## src/fsr_pkg.sv

```systemverilog
/*
 pkg for the flash status controller: register map, opcodes, bus timing, status bits.
 assumes a 250 MHz ref_clk and a 16-bit asynchronous nor bus outside.
*/
package fsr_pkg;
  // own register map (byte addresses)
  localparam logic [7:0]  CTRL_OFF    = 8'h00;
  localparam logic [7:0]  CMD_OFF     = 8'h04;
  localparam logic [7:0]  STAT_OFF    = 8'h08;
  localparam logic [7:0]  RDATA_OFF   = 8'h0c;
  localparam logic [7:0]  ADDR_OFF    = 8'h10;
  // ctrl bits
  localparam int          CTRL_GO     = 0;
  localparam int          CTRL_RST    = 1;
  // command kinds in cmd register [1:0]
  localparam logic [1:0]  KIND_RSTAT  = 2'h0;
  localparam logic [1:0]  KIND_CLEAR  = 2'h1;
  localparam logic [1:0]  KIND_ARRAY  = 2'h2;
  localparam logic [1:0]  KIND_POLL   = 2'h3;
  // opcodes, low byte only
  localparam logic [7:0]  OP_RSTAT    = 8'h70;
  localparam logic [7:0]  OP_CLEAR    = 8'h50;
  localparam logic [7:0]  OP_ARRAY    = 8'hff;
  // status bit positions
  localparam int          SB_READY    = 7;
  localparam int          SB_EHALT    = 6;
  localparam int          SB_EFAIL    = 5;
  localparam int          SB_PFAIL    = 4;
  localparam int          SB_VLOW     = 3;
  localparam int          SB_PHALT    = 2;
  localparam int          SB_LOCKED   = 1;
  localparam logic [7:0]  STAT_MASK   = 8'hfe;
  localparam logic [7:0]  SEQ_ERR     = 8'h3a;
  // pin timing, ns and cycles at 4 ns
  localparam int          CLK_NS      = 4;
  localparam int          T_WP_NS     = 50;
  localparam int          T_ACC_NS    = 80;
  localparam int          T_HI_NS     = 30;
  localparam logic [7:0]  WP_CYC      = 8'((T_WP_NS + CLK_NS - 1) / CLK_NS);
  localparam logic [7:0]  ACC_CYC     = 8'((T_ACC_NS + CLK_NS - 1) / CLK_NS);
  localparam logic [7:0]  HI_CYC      = 8'((T_HI_NS + CLK_NS - 1) / CLK_NS);
  localparam logic [7:0]  HREAD_RESET = 8'h00;
endpackage : fsr_pkg

```

## src/fsr_pin_if.sv

```systemverilog
/*
 interface between the sequencer and the pin driver.
 assumes one ref_clk domain.
*/
`timescale 1ns/1ns
interface fsr_pin_if;
  logic        req;
  logic        wr;
  logic [20:0] addr;
  logic [15:0] wdata;
  logic        done;
  logic [15:0] rdata;
  modport seq (output req, output wr, output addr, output wdata, input done, input rdata);
  modport drv (input req, input wr, input addr, input wdata, output done, output rdata);
endinterface : fsr_pin_if

```

## src/fsr_pins.sv

```systemverilog
/*
 pin driver: one write or read cycle on the flash bus per request.
 assumes dq inputs asynchronous; two flops before use.
*/
`timescale 1ns/1ns
module fsr_pins (
  // clock and reset
  input  wire logic        ref_clk,
  input  wire logic        rstn,
  // sequencer side
  fsr_pin_if.drv           pif,
  // flash pins
  output logic             chip_select_n,
  output logic             output_drive_n,
  output logic             write_strobe_n,
  output logic [20:0]      flash_addr,
  output logic [15:0]      dq_out,
  output logic             dq_oe,
  input  wire logic [15:0] dq_in
);
  import fsr_pkg::*;
  typedef enum logic [3:0] {
    P_IDLE = 4'b0001, P_LOW = 4'b0010, P_HIGH = 4'b0100, P_DONE = 4'b1000
  } fsr_pst_e;
  fsr_pst_e    st_ff;
  logic [7:0]  cnt_ff;
  logic        wr_ff;
  logic [15:0] s1_ff, s2_ff, rd_ff;
  ////////////////////////////////////////////////////////////////////////
  always_ff @(posedge ref_clk or negedge rstn) begin
    if (!rstn) begin
      s1_ff <= 16'h0000;
      s2_ff <= 16'h0000;
    end else begin
      s1_ff <= dq_in;
      s2_ff <= s1_ff;
    end
  end
  ////////////////////////////////////////////////////////////////////////
  always_ff @(posedge ref_clk or negedge rstn) begin
    if (!rstn) begin
      st_ff          <= P_IDLE;
      cnt_ff         <= 8'h00;
      wr_ff          <= 1'b0;
      chip_select_n  <= 1'b1;
      output_drive_n <= 1'b1;
      write_strobe_n <= 1'b1;
      flash_addr     <= 21'h000000;
      dq_out         <= 16'h0000;
      dq_oe          <= 1'b0;
      rd_ff          <= 16'h0000;
    end else begin
      case (st_ff)
        P_IDLE: begin
          if (pif.req) begin
            wr_ff          <= pif.wr;
            flash_addr     <= pif.addr;
            dq_out         <= pif.wdata;
            dq_oe          <= pif.wr;
            chip_select_n  <= 1'b0;
            // each read is a fresh falling edge, snapshot refreshed
            output_drive_n <= pif.wr;
            // strobe low with select low and drive high
            write_strobe_n <= !pif.wr;
            cnt_ff         <= pif.wr ? WP_CYC : ACC_CYC;
            st_ff          <= P_LOW;
          end
        end
        P_LOW: begin
          if (cnt_ff > 8'h01) begin
            cnt_ff <= cnt_ff - 8'h01;
          end else begin
            if (!wr_ff) begin
              rd_ff <= s2_ff;
            end
            // rising edge latches address and data
            write_strobe_n <= 1'b1;
            output_drive_n <= 1'b1;
            chip_select_n  <= 1'b1;
            cnt_ff         <= HI_CYC;
            st_ff          <= P_HIGH;
          end
        end
        P_HIGH: begin
          dq_oe <= 1'b0;
          if (cnt_ff > 8'h01) begin
            cnt_ff <= cnt_ff - 8'h01;
          end else begin
            st_ff <= P_DONE;
          end
        end
        P_DONE: begin
          st_ff <= P_IDLE;
        end
        default: begin
          st_ff <= P_IDLE;
        end
      endcase
    end
  end
  assign pif.done  = (st_ff == P_DONE);
  assign pif.rdata = rd_ff;
endmodule : fsr_pins

```

## src/fsr_seq.sv

```systemverilog
/*
 sequencer: runs flash status commands from registers.
 assumes one bus master, whole-word single transfers, ref_clk at 250 MHz.
*/
`timescale 1ns/1ns
module fsr_seq (
  // clock and reset
  input  wire logic        ref_clk,
  input  wire logic        rstn,
  // orders
  input  wire logic        go,
  input  wire logic [1:0]  kind,
  input  wire logic [20:0] addr,
  input  wire logic        dev_rst,
  // pin driver
  fsr_pin_if.seq           pif,
  // report
  output logic             busy,
  output logic [7:0]       status_ff,
  output logic [15:0]      rdata_ff,
  output logic             upper_err_ff,
  output logic             in_status_ff
);
  import fsr_pkg::*;
  typedef enum logic [3:0] {
    S_IDLE = 4'b0001, S_WCMD = 4'b0010, S_READ = 4'b0100, S_WAIT = 4'b1000
  } fsr_sst_e;
  fsr_sst_e    st_ff;
  logic [1:0]  kind_ff;
  logic        req_ff;
  logic        wr_ff;
  logic [7:0]  op_ff;
  logic [20:0] addr_ff;
  ////////////////////////////////////////////////////////////////////////
  function automatic logic [7:0] kind_op(input logic [1:0] k);
    if (k == KIND_CLEAR) begin
      return OP_CLEAR;
    end else if (k == KIND_ARRAY) begin
      return OP_ARRAY;
    end else begin
      return OP_RSTAT;
    end
  endfunction : kind_op
  ////////////////////////////////////////////////////////////////////////
  assign pif.req   = req_ff;
  assign pif.wr    = wr_ff;
  assign pif.addr  = addr_ff;
  // opcode on the low byte, upper byte zero
  assign pif.wdata = {8'h00, op_ff};
  assign busy      = (st_ff != S_IDLE);
  always_ff @(posedge ref_clk or negedge rstn) begin
    if (!rstn) begin
      st_ff        <= S_IDLE;
      kind_ff      <= KIND_RSTAT;
      req_ff       <= 1'b0;
      wr_ff        <= 1'b0;
      op_ff        <= 8'h00;
      addr_ff      <= 21'h000000;
      status_ff    <= 8'h00;
      rdata_ff     <= 16'h0000;
      upper_err_ff <= 1'b0;
      in_status_ff <= 1'b0;
    end else begin
      // device reset drops it back to array reads
      if (dev_rst) begin
        in_status_ff <= 1'b0;
      end
      case (st_ff)
        S_IDLE: begin
          if (go) begin
            kind_ff <= kind;
            addr_ff <= addr;
            op_ff   <= kind_op(kind);
            req_ff  <= 1'b1;
            // poll reuses status mode, no command cycle
            wr_ff   <= !(kind == KIND_POLL && in_status_ff);
            st_ff   <= (kind == KIND_POLL && in_status_ff) ? S_READ : S_WCMD;
          end
        end
        S_WCMD: begin
          req_ff <= 1'b0;
          if (pif.done) begin
            // array data needs the read command first
            in_status_ff <= (kind_ff == KIND_RSTAT) || (kind_ff == KIND_POLL);
            if (kind_ff == KIND_CLEAR) begin
              status_ff <= 8'h00;
              st_ff     <= S_IDLE;
            end else begin
              req_ff <= 1'b1;
              wr_ff  <= 1'b0;
              st_ff  <= S_READ;
            end
          end
        end
        S_READ: begin
          req_ff <= 1'b0;
          st_ff  <= S_WAIT;
        end
        S_WAIT: begin
          if (pif.done) begin
            if (kind_ff == KIND_ARRAY) begin
              rdata_ff <= pif.rdata;
            end else begin
              // reserved bit masked out
              status_ff    <= pif.rdata[7:0] & STAT_MASK;
              upper_err_ff <= (pif.rdata[15:8] != 8'h00);
            end
            st_ff <= S_IDLE;
          end
        end
        default: begin
          st_ff <= S_IDLE;
        end
      endcase
    end
  end
endmodule : fsr_seq

```

## src/fsr_top.sv

```systemverilog
/*
 host controller for the flash status register, ahb-lite slave for software.
 assumes single-word transfers, one master, flash dq resolved outside.
*/
`timescale 1ns/1ns
module fsr_top (
  // clock and reset
  input  wire logic        ref_clk,
  input  wire logic        rstn,
  // ahb-lite slave
  input  wire logic        hsel,
  input  wire logic [31:0] haddr,
  input  wire logic [1:0]  htrans,
  input  wire logic        hwrite,
  input  wire logic [2:0]  hsize,
  input  wire logic [31:0] hwdata,
  input  wire logic        hready,
  output logic             hreadyout,
  output logic             hresp,
  output logic [31:0]      hrdata,
  // flash pins
  output logic             chip_select_n,
  output logic             output_drive_n,
  output logic             write_strobe_n,
  output logic             flash_reset_n,
  output logic [20:0]      flash_addr,
  output logic [15:0]      dq_out,
  output logic             dq_oe,
  input  wire logic [15:0] dq_in
);
  import fsr_pkg::*;
  fsr_pin_if   pif ();
  logic        wr_ph_ff;
  logic [7:0]  ad_ph_ff;
  logic        go_ff;
  logic [1:0]  kind_ff;
  logic [20:0] addr_ff;
  logic        rst_ff;
  logic        busy;
  logic [7:0]  status_ff;
  logic [15:0] rdata_ff;
  logic        upper_err_ff;
  logic        in_status_ff;
  logic        seq_err;
  ////////////////////////////////////////////////////////////////////////
  // ahb address phase capture
  always_ff @(posedge ref_clk or negedge rstn) begin
    if (!rstn) begin
      wr_ph_ff <= 1'b0;
      ad_ph_ff <= 8'h00;
    end else if (hready) begin
      wr_ph_ff <= hsel && htrans[1] && hwrite;
      ad_ph_ff <= haddr[7:0];
    end
  end
  assign hreadyout = 1'b1;
  assign hresp     = 1'b0;
  ////////////////////////////////////////////////////////////////////////
  // register writes
  always_ff @(posedge ref_clk or negedge rstn) begin
    if (!rstn) begin
      go_ff   <= 1'b0;
      kind_ff <= KIND_RSTAT;
      addr_ff <= 21'h000000;
      rst_ff  <= 1'b0;
    end else begin
      go_ff <= 1'b0;
      if (wr_ph_ff && ad_ph_ff == CTRL_OFF) begin
        go_ff  <= hwdata[CTRL_GO] && !busy;
        // drive device reset pin; device clears status then
        rst_ff <= hwdata[CTRL_RST];
      end else if (wr_ph_ff && ad_ph_ff == CMD_OFF) begin
        kind_ff <= hwdata[1:0];
      end else if (wr_ph_ff && ad_ph_ff == ADDR_OFF) begin
        addr_ff <= hwdata[20:0];
      end
    end
  end
  assign flash_reset_n = !rst_ff;
  ////////////////////////////////////////////////////////////////////////
  // status decode: errors 1,3,4,5 together
  assign seq_err = ((status_ff & SEQ_ERR) == SEQ_ERR);
  // register reads, combinational on data phase
  always_comb begin
    hrdata = 32'h00000000;
    if (ad_ph_ff == CTRL_OFF) begin
      hrdata = {30'h00000000, rst_ff, busy};
    end else if (ad_ph_ff == CMD_OFF) begin
      hrdata = {30'h00000000, kind_ff};
    end else if (ad_ph_ff == STAT_OFF) begin
      // bit 7 ready, 6 ehalt, 5..1 failure/halt/lock flags as read
      hrdata = {21'h000000, in_status_ff, upper_err_ff, seq_err, status_ff};
    end else if (ad_ph_ff == RDATA_OFF) begin
      hrdata = {16'h0000, rdata_ff};
    end else if (ad_ph_ff == ADDR_OFF) begin
      hrdata = {11'h000, addr_ff};
    end
  end
  ////////////////////////////////////////////////////////////////////////
  fsr_seq u_seq (
    .ref_clk      (ref_clk),
    .rstn         (rstn),
    .go           (go_ff),
    .kind         (kind_ff),
    .addr         (addr_ff),
    .dev_rst      (rst_ff),
    .pif          (pif.seq),
    .busy         (busy),
    .status_ff    (status_ff),
    .rdata_ff     (rdata_ff),
    .upper_err_ff (upper_err_ff),
    .in_status_ff (in_status_ff)
  );
  fsr_pins u_pins (
    .ref_clk        (ref_clk),
    .rstn           (rstn),
    .pif            (pif.drv),
    .chip_select_n  (chip_select_n),
    .output_drive_n (output_drive_n),
    .write_strobe_n (write_strobe_n),
    .flash_addr     (flash_addr),
    .dq_out         (dq_out),
    .dq_oe          (dq_oe),
    .dq_in          (dq_in)
  );
endmodule : fsr_top

```

## config.mk

```make
export PLATFORM = sky130hd
export DESIGN_NAME = fsr_top
export DESIGN_NICKNAME = d
export VERILOG_FILES = /design/src/fsr_pkg.sv /design/src/fsr_pin_if.sv /design/src/fsr_pins.sv /design/src/fsr_seq.sv /design/src/fsr_top.sv
export SDC_FILE = /design/constraint.sdc
export NUM_CORES = 1
export LEC_CHECK = 0
export BUFFER_PORTS_ARGS = -buffer_cell sky130_fd_sc_hd__clkbuf_2
export CAP_MARGIN = 20
export CELL_PAD_IN_SITES_DETAIL_PLACEMENT = 2
export CELL_PAD_IN_SITES_GLOBAL_PLACEMENT = 2
export CORE_MARGIN = 2
export CORE_UTILIZATION = 40
export DETAILED_ROUTE_END_ITERATION = 6
export PLACE_DENSITY = 0.93
export SKIP_LAST_GASP = 1
export SLEW_MARGIN = 20
export SYNTH_ARGS = -nofsm -noshare
export SYNTH_HDL_FRONTEND = slang
export SYNTH_HIERARCHICAL = 1
export SYNTH_SLANG_ARGS = --single-unit
```

## constraint.sdc

```tcl
create_clock -name ref_clk -period 4.7 [get_ports ref_clk]
set_input_delay 0.235 -clock ref_clk [delete_from_list [all_inputs] [get_ports ref_clk]]
set_output_delay 0.235 -clock ref_clk [all_outputs]
set_load 0.02 [all_outputs]
```

# --- After elaboration in Yosys (flattened, before gate mapping) ---
# Index checks and enable logic that the tools add are counted.
# Widths: inputs -> output; s select.
word_totals:
  ff_bits: 191
  input_bits: 90
  output_inout_bits: 76
  wordCells: 148
op_classes:
  addsub: 1
  order_cmp: 1
  eq_ne: 30
  n_mux: 47
  n_bitwise: 5
  reduce_logical: 36
ops:
  columns: ["op", "n"]
  rows:
  - ["$mux 21", 5]
  - ["$mux 8", 9]
  - ["$mux 4", 6]
  - ["$pmux 8 s3", 1]
  - ["$reduce_and 3->1", 8]
  - ["$eq 8x4->1 const B", 2]
  - ["$ne 2x2->1 const B", 8]
  - ["$pmux 4 s4", 1]
  - ["$pmux 8 s2", 1]
  - ["$mux 1", 14]
  - ["$eq 4x4->1 const B", 3]
  - ["$pmux 4 s3", 1]
  - ["$pmux 1 s2", 5]
  - ["$reduce_and 2->1", 5]
  - ["$eq 2x2->1 const B", 4]
  - ["$eq 4x1->1 const B", 2]
  - ["$eq 4x2->1 const B", 2]
  - ["$eq 4x3->1 const B", 2]
  - ["$eq 8x3->1 const B", 1]
  - ["$eq 8x5->1 const B", 1]
  - ["$gt 8x1->1 const B", 1]
  - ["$logic_not 8->1", 1]
  - ["$reduce_bool 2->1", 4]
  - ["$reduce_bool 8->1", 1]
  - ["other kinds (15)", 32]

# --- Logic depth before layout (Yosys ltp) ---
# Gate-level depths: netlist of the first run.
logic_depth:
  depth_word: 6
  ltp_mapped: 7
  mapped_depth_nobuf: 6

# --- By module ---
# Netlist of the first run, hierarchy kept.
by_module_without_submodules:
  columns: ["module", "n_inst", "cells_per_inst", "area_per_inst_um2", "seq_area_each_um2"]
  rows:
  - ["fsr_pins", 1, 249, 3774.9, 2557.5]
  - ["fsr_seq", 1, 198, 2577.5, 1427.6]
  - ["fsr_top", 1, 165, 1898.1, 850.8]

# --- Worst setup path before layout of the first run ---
# No wires, ideal clock.
synth_path:
  path_type: "register to register"
  start: "register u_pins.st_ff[0]"
  end: "register u_seq.rdata_ff[10]"
  setup_time_ns: 0.125
  arrival_ns: 2.339
  required_ns: 4.575
  slack_ns: 2.236
  stages_incl_launch_ff: 7
  path_buffers: 2
  synth_period_minus_slack_ns: 2.464
  cell_sequence: "dfstp_2 buf_2 nor4_1 nand3b_1 nor4_2 buf_4 mux2_2"
synth_via:
  elab_chain_len: 2
synth_rtl:
  columns: ["element", "line_no", "text"]
  rows:
  - ["start, declared", "fsr_pins.sv:25", "fsr_pst_e st_ff;"]
  - ["start signal, assigned", "fsr_pins.sv:42", "st_ff <= P_IDLE;"]
  - ["start signal, assigned", "fsr_pins.sv:66", "st_ff <= P_LOW;"]
  - ["start signal, assigned", "fsr_pins.sv:81", "st_ff <= P_HIGH;"]
  - ["$eq 4x4->1", "fsr_pins.sv:101", "assign pif.done = (st_ff == P_DONE);"]
  - ["net pif.done", "fsr_pin_if.sv:11", "logic done;"]
  - ["$reduce_and 3->1 (no source line)", null, null]
  - ["end signal, assigned", "fsr_seq.sv:102", "rdata_ff <= pif.rdata;"]
  - ["end, declared", "fsr_seq.sv:20", "output logic [15:0] rdata_ff,"]
# The timed path passes the listed nets, and every way through them passes these cells.
# A chain may end at the register's enable or synchronous reset.

# --- Worst setup path after layout of the first run ---
layout_path:
  start: "register ad_ph_ff[0]"
  end: "output hrdata[8]"
layout_via:
  elab_chain_len: 6
  elab_cells_between_ends: 10
  classes_between: "4 x eq/ne; 5 x mux; 1 x reduce/logical"
layout_rtl:
  columns: ["element", "line_no", "text"]
  rows:
  - ["start, declared", "fsr_top.sv:34", "logic [7:0] ad_ph_ff;"]
  - ["start signal, assigned", "fsr_top.sv:53", "ad_ph_ff <= haddr[7:0];"]
  - ["$eq 8x5->1", "fsr_top.sv:95", "end else if (ad_ph_ff == ADDR_OFF) begin"]
  - ["$mux 21", "fsr_top.sv:95", null]
  - ["$mux 21", "fsr_top.sv:93", "end else if (ad_ph_ff == RDATA_OFF) begin"]
  - ["$mux 21", "fsr_top.sv:90", "end else if (ad_ph_ff == STAT_OFF) begin"]
  - ["$mux 21", "fsr_top.sv:88", "end else if (ad_ph_ff == CMD_OFF) begin"]
  - ["$mux 21 *", "fsr_top.sv:86", "if (ad_ph_ff == CTRL_OFF) begin"]
  - ["end, declared", "fsr_top.sv:20", "output logic [31:0] hrdata,"]
# Every way passes the cells marked *; elsewhere a longest branch is shown, timed or not.

==> run metrics, run 1 <==
Post-synth EDFFs=0; Iter 0 DRT Violations=between 200 and 250; Initial Util=0.408; CTS Buf Count=17; worst setup margin=around 1.3 ns; Die H=148 µm; gpl congestion=between 0.8 and 0.9; Slew Limit Fails=0; worst vdd ir=roughly 0.28 mV; # setup viols final=0; clock buffer depth=2; final period utilization=0.716; post-DR vias/cell=approximately 5.3; Hold Vio Cnt, Final=0; die extent in x=between 100 and 150 µm; pwr dens=around 380 mW/mm²; WHS Path Cells=2; Final nets=830; routed len/inst=roughly 23 µm; DIE AREA=approximately 0.022 mm²; worst rel slew slack=0.261; RSZ-0062 raised after global routing=false; CTS tree=yes; Hold WC Path Type=input pin to flip-flop; DRC=0; post-DP HPWL=between 15,000 and 20,000 µm; sequential fraction of the synthesis area=0.586; fraction of registers with async set/reset=1.00; Cell Rows=52; storage element area=around 0.0048 mm²; Pwr Total=about 3700 µW; aggregate global routing overflow=0; ys flop type=dfrtp_1; first-pass GRT wire length=37,100 µm; root buffer cell=clkbuf_16; vias in the first global route=roughly 6,300; CTS sink cnt=a little under 200; number of iterations in the first detailed-routing pass=4; synthesized area=approximately 0.0083 mm²; layout cells sized above 1=0.382; initial antenna violation count=1; Yosys reg bits=about 190; Avg Synthesized Cell Area=13.5 µm²; Routed Antenna Nets=0; Clock Pin Slew Worst Setup and Hold Paths=around 0.08 ns; crit start category=flip-flop; post-cts hold buffer count=17; Setup WS pre-CTS=1.96 ns; post_cts resized=0; worst-margin pin slew=~1.1 ns; Syn Inst Count=612; Crit path required time=approximately 4.5 ns; Port Buf Inserts=113; status=completed; Tot GR Track Use=0.227; Filler cells=roughly 1,900; worst-skew pair later-pin latency=~0.44 ns; io pins=between 150 and 200; total core area=about 0.02 mm²; Tmin final=3.37 ns; crit-path max FO=9; final WL=between 20,000 and 25,000 µm; area delta synth->final=17.6%; Ys Warns=6; Post-CTS Setup Bufs=0; dpl cells=roughly 970; final cell count without fillers=~1,000; largest net degree at the start of global routing=116; Setup TNS Final=0 ns; crit path DAT=roughly 3.1 ns; vias=roughly 5,400; area occupied by multi-input gates=approximately 0.0030 mm²; Leak=approximately 0.0048 µW; Clock Skews=between 0.015 and 0.02 ns; CP endpoint kind=output pin; worst r2r path cells=4; Netlist cell types=between 60 and 70; Max-Cap Viols=0; Achievable Freq=between 0.2 and 0.3 GHz; H-tree lvl count=4; CP Class=flip-flop to output pin
[metrics by stage]
step                      utilization  hold WS, ns  area (µm²)
after global routing            0.480       0.0189        9700
after floorplan                     -      -0.0606        8320
after detailed placement        0.442        0.338        8950
final                           0.480       0.0262        9700
after CTS                       0.479       0.0131        9690
after global placement          0.442        0.332        8950
[area by class of cell]
type / count / share of cell area
clock buffer: 18 / 0.0442
timing repair buffer: 139 / 0.0841
clock inverter: 14 / 0.0147
multi-input combinational: 354 / 0.312
inverter: 31 / 0.0120
sequential: 193 / 0.498
antenna: 1 / 0.000258
tap: 270 / 0.0348
[flip-flops by register name, summed over array words and instances (netlist names), 2 cells and up]
| signal | cells |
|---|---|
| ad_ph_ff | 8 |
| addr_ff | 21 |
| kind_ff | 2 |
| u_pins/cnt_ff | 8 |
| u_pins/dq_out | 16 |
| u_pins/flash_addr | 21 |
| u_pins/pif.rdata | 16 |
| u_pins/s1_ff | 16 |
| u_pins/s2_ff | 16 |
| u_pins/st_ff | 4 |
| u_seq/kind_ff | 2 |
| u_seq/op_ff | 3 |
| u_seq/pif.addr | 21 |
| u_seq/rdata_ff | 16 |
| u_seq/st_ff | 4 |
| u_seq/status_ff | 7 |
[cell usage after synthesis, types with 3 or more instances]
library cell	count	share of area
dfrtp_1	188	0.57
mux2_2	87	0.12
nand2_1	38	0.017
inv_1	31	0.014
buf_4	29	0.026
mux2_4	20	0.036
mux2_1	16	0.022
buf_2	13	0.0079
o21ai_0	13	0.0079
nor2_1	12	0.0055
a22oi_1	9	0.0082
mux2i_1	9	0.011
nor3_1	8	0.0049
a21oi_1	7	0.0042
a22o_1	6	0.0064
a311oi_1	6	0.0064
and2_1	6	0.0046
nand3_1	6	0.0036
clkbuf_1	5	0.0023
dfstp_2	5	0.016
nand2b_1	5	0.0038
nor4_1	5	0.0038
buf_6	4	0.0055
ha_1	4	0.0061
nand3b_1	4	0.0036
nand4_1	4	0.0030
nor2b_1	4	0.0030
nor4b_2	4	0.0073
o22ai_1	4	0.0030
or2_2	4	0.0030
a211oi_1	3	0.0027
conb_1	3	0.0014
[worst max-delay path: stages (launching register included)]
cell      delay [ns]
dfrtp_1         0.38
or4_1           0.70
nor4b_2         0.84
nand2_1         0.18
o21ai_0         0.34
clkbuf_2        0.24
[path summary, 6_finish.rpt]
kind,startpoint,endpoint,slack (ns)
setup / recovery,ad_ph_ff[0]$_DFFE_PN0P_,hrdata[8],1.33
hold / removal,haddr[6],ad_ph_ff[6]$_DFFE_PN0P_,0.03
setup reg to reg,ad_ph_ff[2]$_DFFE_PN0P_,addr_ff[3]$_DFFE_PN0P_,2.09
hold reg to reg,u_pins/s1_ff[13]$_DFF_PN0_,u_pins/s2_ff[13]$_DFF_PN0_,0.36
max in group asynchronous,rstn,u_seq/pif.addr[3]$_DFFE_PN0P_,2.97
min in group asynchronous,rstn,u_pins/cnt_ff[1]$_DFFE_PN0P_,0.45
[layout by cell type (no fill, tap or decap), types with 3 or more instances in the layout]
cell type / netlist / routed
buf_4: 29 / 8
a22oi_1: 9 / 9
clkbuf_16: 0 / 17
a22o_1: 6 / 6
nand2_1: 38 / 38
mux2_4: 20 / 20
dfrtp_1: 188 / 188
a211oi_1: 3 / 3
or2_2: 4 / 4
conb_1: 3 / 22
dfstp_2: 5 / 5
nor2_1: 12 / 12
nand2b_1: 5 / 5
a311oi_1: 6 / 6
a21oi_1: 7 / 7
nor4b_2: 4 / 4
clkbuf_2: 0 / 112
mux2_1: 16 / 16
nor4_1: 5 / 5
nand3b_1: 4 / 4
clkinv_4: 0 / 3
nand4_1: 4 / 4
o22ai_1: 4 / 4
nor3_1: 8 / 8
nand3_1: 6 / 6
mux2_2: 87 / 87
dlygate4sd3_1: 0 / 17
inv_6: 0 / 4
inv_8: 0 / 3
mux2i_1: 9 / 9
nor2b_1: 4 / 4
ha_1: 4 / 4
and2_1: 6 / 6
inv_1: 31 / 31
o21ai_0: 13 / 13
[logic make-up after synthesis]
kind of cell    share of synthesized area
buf+inv                            0.0570
xor+xnor                          0.00212
compound gates                     0.0643
mux                                 0.188
simple gates                       0.0951
other cells                       0.00136
fa+ha+maj                         0.00607
flops                               0.586
[report_power, final]
| group | switching (µW) | total, µW | internal (µW) |
|---|---|---|---|
| sequential | 93.2 | 1860 | 1770 |
| clock | 710 | 1420 | 707 |
| combinational | 255 | 438 | 183 |
| total | 1060 | 3710 | 2660 |
[metal layers]
metal / global-route usage / vias up / part of all wire
met1: 0.263 / 2854 / 0.40
met3: 0.0389 / 39 / 0.027
met5: 0 / - / 0
met4: 0.0740 / 0 / 0.026
li1: - / 2352 / -
met2: 0.424 / 133 / 0.55
No activity file was read; power rests on OpenSTA's default activity.
==> run 2: changes to the inputs <==
--- a/config.mk
+++ b/config.mk
@@ -10,9 +10,9 @@
 export CELL_PAD_IN_SITES_DETAIL_PLACEMENT = 2
 export CELL_PAD_IN_SITES_GLOBAL_PLACEMENT = 2
 export CORE_MARGIN = 2
-export CORE_UTILIZATION = 40
+export CORE_UTILIZATION = 37
 export DETAILED_ROUTE_END_ITERATION = 6
-export PLACE_DENSITY = 0.93
+export PLACE_DENSITY = 0.87
 export SKIP_LAST_GASP = 1
 export SLEW_MARGIN = 20
 export SYNTH_ARGS = -nofsm -noshare
==> constraint.sdc (replaced) <==
create_clock -name ref_clk -period 3.38 [get_ports ref_clk]
set_input_delay 0.169 -clock ref_clk [delete_from_list [all_inputs] [get_ports ref_clk]]
set_output_delay 0.169 -clock ref_clk [all_outputs]
set_load 0.02 [all_outputs]
==> run 2 against run 1 <==
Global-route usage fell by 2.3 points. Non-clock buffer count grew 31. Sequential power rose by 39%. Register-to-register slack lost 1.5 ns. Flip-flop and latch count stayed put. Count of clock-buffer cells in the layout stayed put. Die area increased by 7.9%. Via count increased by 2.0%. Clock skew is 0.0033 ns higher. Critical path depth is 1 higher. Clock power up 46%. Cell area rose by 3.5%. Largest power group unchanged.
==> run metrics, run 2 (synthesis results as in run 1) <==
CP Class=flip-flop to output pin; Sw Ratio=0.283; final WL=23,100 µm; Max-Cap Viols=0; DIE AREA=around 0.024 mm²; Crit path buffers/inverters=2; Largest delay share family, worst path=simple AND/OR/NAND/NOR gates; Leak=0.00493 µW; Initial Util=0.378; routed len/inst=about 22 µm; most frequent cells in the layout=dfrtp_1, clkbuf_2, mux2_2; Slew Limit Fails=0; Clock Skews=0.0189 ns; Routed Antenna Nets=0; gpl congestion=around 0.77; clock buffer depth=2; Achievable Freq=~0.34 GHz; # setup viols final=0; Tot GR Track Use=0.204; worst-path cell chain=or4_1 -> nor4b_2 -> buf_4 -> nand2_1 -> o21ai_0 -> clkbuf_2; Filler cells=2,142; sw power=approximately 1500 µW; worst rel slew slack=0.377; Post-CTS Setup Bufs=0; Hold Vio Cnt, Final=0; Crit-path slowest cell=or4_1; CP endpoint kind=output pin; CTS tree=yes; aggregate global routing overflow=0; area delta synth->final=21.8%; clock power share=0.394; RSZ-0062 raised after global routing=false; setup slack, reg-to-reg=~0.63 ns; Hold WC Path Type=input pin to flip-flop; top sig layer=met4; number of iterations in the first detailed-routing pass=5; Iter 0 DRT Violations=approximately 220; CP max stage delay=roughly 0.7 ns; post-DP HPWL=approximately 14,000 µm; Int Power=about 3800 µW; status=completed; post_cts resized=0; initial antenna violation count=1; Final nets=~860; total core area=0.0218 mm²; root buffer cell=clkbuf_16; post-DR vias/cell=between 5 and 6; placed cell area=roughly 0.009 mm²; final period utilization=0.877; most common cell after layout, fill and taps aside=dfrtp_1; crit-path max FO=9; Clock Pin Slew Worst Setup and Hold Paths=approximately 0.09 ns; Cell Rows=54; DRC=0; CTS sink cnt=roughly 190; Reg power frac=0.487; Hold Slack=about 0.018 ns; layout cells sized above 1=0.372; crit start category=flip-flop; worst vdd ir=0.327 mV; Port Buf Inserts=between 100 and 150; crit path DAT=between 2 and 3 ns; io pins=between 150 and 200; worst-margin pin slew=0.935 ns; met1 WL=9180 µm; post-cts hold buffer count=44; vias=5,485; Setup TNS Final=0 ns; largest net degree at the start of global routing=roughly 110; combinational power share=0.119; Tmin final=2.96 ns; vias in the first global route=approximately 6,400; first-pass GRT wire length=approximately 37,000 µm; Crit path required time=between 3 and 4 ns; worst-skew pair later-pin latency=~0.45 ns; Routed met3 length=about 850 µm; Met2 Routed Length=12,500 µm; die extent in x=roughly 150 µm; final instance area=around 0.010 mm²; pwr dens=around 530 mW/mm²; H-tree lvl count=4; CTS Buf Count=17; Die H=153 µm
[run 2: power groups by stage]
stage	Combinational (µW)	Sequential, µW	Clock [µW]
6_report	630	2580	2080
3_3_place_gp	558	2600	0
5_1_grt	687	2600	2230
3_5_place_dp	584	2620	0
4_1_cts	629	2580	2120
2_1_floorplan	322	2650	0
[run 2: layout make-up]
class	instances	area, µm²	area share
clock buffer	18	429	0.0427
inverter	31	116	0.0116
tap	280	350	0.0349
sequential	193	4840	0.481
multi-input combinational	354	3020	0.300
timing repair buffer	170	1120	0.112
antenna	1	2.50	0.000249
clock inverter	14	174	0.0173
[run 2: path summary, 6_finish.rpt]
check / from / end / cells after the start
max: ad_ph_ff[0]$_DFFE_PN0P_ / hrdata[8] / 6
min: hwdata[0] / kind_ff[0]$_DFFE_PN0P_ / 2
max reg2reg: ad_ph_ff[0]$_DFFE_PN0P_ / addr_ff[4]$_DFFE_PN0P_ / 5
min reg2reg: u_pins/s1_ff[9]$_DFF_PN0_ / u_pins/s2_ff[9]$_DFF_PN0_ / 0
max in group asynchronous: rstn / u_pins/st_ff[0]$_DFFE_PN1P_ / 3
min in group asynchronous: rstn / u_pins/cnt_ff[2]$_DFFE_PN0P_ / 2
[run 2: stage by stage]
step,util,std cells,power [µW],worst slack (ns)
6_report,0.460,1061,5290,0.416
5_1_grt,0.460,1061,5510,0.336
4_1_cts,0.460,1060,5320,0.397
3_5_place_dp,0.413,984,3200,0.672
3_3_place_gp,0.413,984,3160,0.750
2_1_floorplan,-,631,2970,0.916
[run 2: per-layer routing]
layer	vias to the layer above	global-route usage
met5	-	0
met4	0	0.0692
met3	33	0.0405
met2	127	0.368
met1	2901	0.243
li1	2424	-
==> run 3: changes to the inputs <==
--- a/config.mk
+++ b/config.mk
@@ -9,6 +9,7 @@
 export CAP_MARGIN = 20
 export CELL_PAD_IN_SITES_DETAIL_PLACEMENT = 2
 export CELL_PAD_IN_SITES_GLOBAL_PLACEMENT = 2
+export CORE_ASPECT_RATIO = 1.75
 export CORE_MARGIN = 2
 export CORE_UTILIZATION = 37
 export DETAILED_ROUTE_END_ITERATION = 6
==> run 3 against run 2 <==
Fmax decreased by 0.25%. Flip-flop and latch count unchanged. Register-to-register slack gained 0.28 ns. Non-clock buffer count decreased by 1. Clock power shrank 12%. Count of clock-buffer cells in the layout up 4. Critical path depth is 1 lower. Critical endpoint is now hrdata[0].
==> run metrics, run 3 (synthesis results as in run 1) <==
status=completed; first-pass GRT wire length=34,900 µm; placed cell area=approximately 0.0090 mm²; worst-skew pair later-pin latency=approximately 0.43 ns; FF-to-FF End=addr_ff[1]$_DFFE_PN0P_; area occupied by multi-input gates=around 0.0030 mm²; post_cts resized=0; crit-path max FO=5; Setup WS pre-CTS=0.902 ns; CTS sink cnt=193; gpl congestion=a little over 0.8; crit start category=flip-flop; Routed Antenna Nets=0; routed len/inst=20.3 µm; area delta synth->final=21.1%; final instance area=0.00999 mm²; Initial Util=0.375; layout cells sized above 1=0.367; number of iterations in the first detailed-routing pass=6; worst rel slew slack=0.382; crit path DAT=2.80 ns; DRC=0; final WL=between 20,000 and 25,000 µm; H-tree lvl count=4; Die H=approximately 200 µm; Clock Skews=approximately 0.016 ns; RSZ-0062 raised after global routing=false; Crit path required time=~3.2 ns; Setup TNS Final=0 ns; Leak=between 0.004 and 0.005 µW; Critical R2R Launch=ad_ph_ff[0]$_DFFE_PN0P_; Pwr Total=between 5000 and 6000 µW; Port Buf Inserts=113; CP Class=flip-flop to output pin; ANT cells=0; Clock Pin Slew Worst Setup and Hold Paths=0.06 ns; Post-CTS Setup Bufs=0; vias in the first global route=6,207; most frequent cells in the layout=dfrtp_1, clkbuf_2, mux2_2; storage element area=slightly below 0.005 mm²; DIE AREA=about 0.024 mm²; pwr dens=around 510 mW/mm²; Slew Limit Fails=0; Hold WC Path Type=input pin to flip-flop; Final nets=860; vias=roughly 5,400; Cell Rows=roughly 70; Hold Vio Cnt, Final=0; Iter 0 DRT Violations=~200; initial antenna violation count=0; root buffer cell=clkbuf_16; hold endpoint=addr_ff[0]$_DFFE_PN0P_; worst vdd ir=0.325 mV; # setup viols final=0; worst hold path startpoint=hwdata[0]; CP endpoint kind=output pin; total core area=0.0220 mm²; worst-margin pin slew=slightly above 0.9 ns; worst r2r path cells=4; io pins=~170; Util after Layout=0.455; Tot GR Track Use=0.196; CTS tree=yes; setup slack, reg-to-reg=~0.9 ns; most common cell after layout, fill and taps aside=dfrtp_1; largest net degree at the start of global routing=between 100 and 150; worst setup margin=around 0.41 ns; die extent in x=about 120 µm; aggregate global routing overflow=0; Achievable Freq=approximately 0.34 GHz; clock buffer depth=2; post-DR vias/cell=between 5 and 6; Filler cells=between 2,000 and 2,500; WHS Path Cells=2; Max-Cap Viols=0; final period utilization=0.879; Tmin final=2.97 ns; CTS Buf Count=17; post-DP HPWL=~15,000 µm
[run 3: metal layers]
| layer | routed length, µm | share of wire | global-route usage |
|---|---|---|---|
| met5 | 0 | 0 | 0 |
| met4 | 731 | 0.034 | 0.0811 |
| met3 | 537 | 0.025 | 0.0328 |
| met2 | 12500 | 0.57 | 0.362 |
| met1 | 7990 | 0.37 | 0.215 |
[run 3: power by group]
part | internal [µW] | switching (µW) | total (µW)
logic | 276 | 357 | 634
registers | 2460 | 119 | 2580
clock network | 993 | 847 | 1840
[run 3: worst max path at each step]
stage                                            from                        endpoint  slack (ns)
after floorplan           u_pins/st_ff[0]$_DFFE_PN1P_  u_seq/rdata_ff[10]$_DFFE_PN0P_        0.92
after global placement        ad_ph_ff[0]$_DFFE_PN0P_         addr_ff[16]$_DFFE_PN0P_        0.97
after detailed placement      ad_ph_ff[0]$_DFFE_PN0P_         addr_ff[12]$_DFFE_PN0P_        0.90
after CTS                     ad_ph_ff[0]$_DFFE_PN0P_                       hrdata[0]        0.38
after global routing          ad_ph_ff[0]$_DFFE_PN0P_                       hrdata[0]        0.20
final                         ad_ph_ff[0]$_DFFE_PN0P_                       hrdata[0]        0.41
[run 3: area by class of cell]
| type | instances | share of cell area |
|---|---|---|
| timing repair buffer | 169 | 0.112 |
| multi-input combinational | 354 | 0.303 |
| tap | 296 | 0.0371 |
| clock buffer | 22 | 0.0475 |
| sequential | 193 | 0.484 |
| clock inverter | 7 | 0.00551 |
| inverter | 31 | 0.0116 |
[run 3: through the flow]
stage          hold WS, ns  std cells
2_1_floorplan       -0.127        631
3_3_place_gp         0.278        999
3_5_place_dp         0.279        999
4_1_cts            0.00914       1072
5_1_grt             0.0129       1072
6_report            0.0301       1072
[run 3: what timing repair did]
item,in CTS,in global routing
setup endpoints to repair,0,0
hold buffers,44,0
endpoints found under the hold margin,152,0
[run 3: worst max-delay path, cell delays in order, from the launching register on]
cell	delay, ns
dfrtp_1	0.37
or4_1	0.71
nor4_1	0.59
o21ai_0	0.22
a22oi_1	0.28
clkbuf_2	0.22
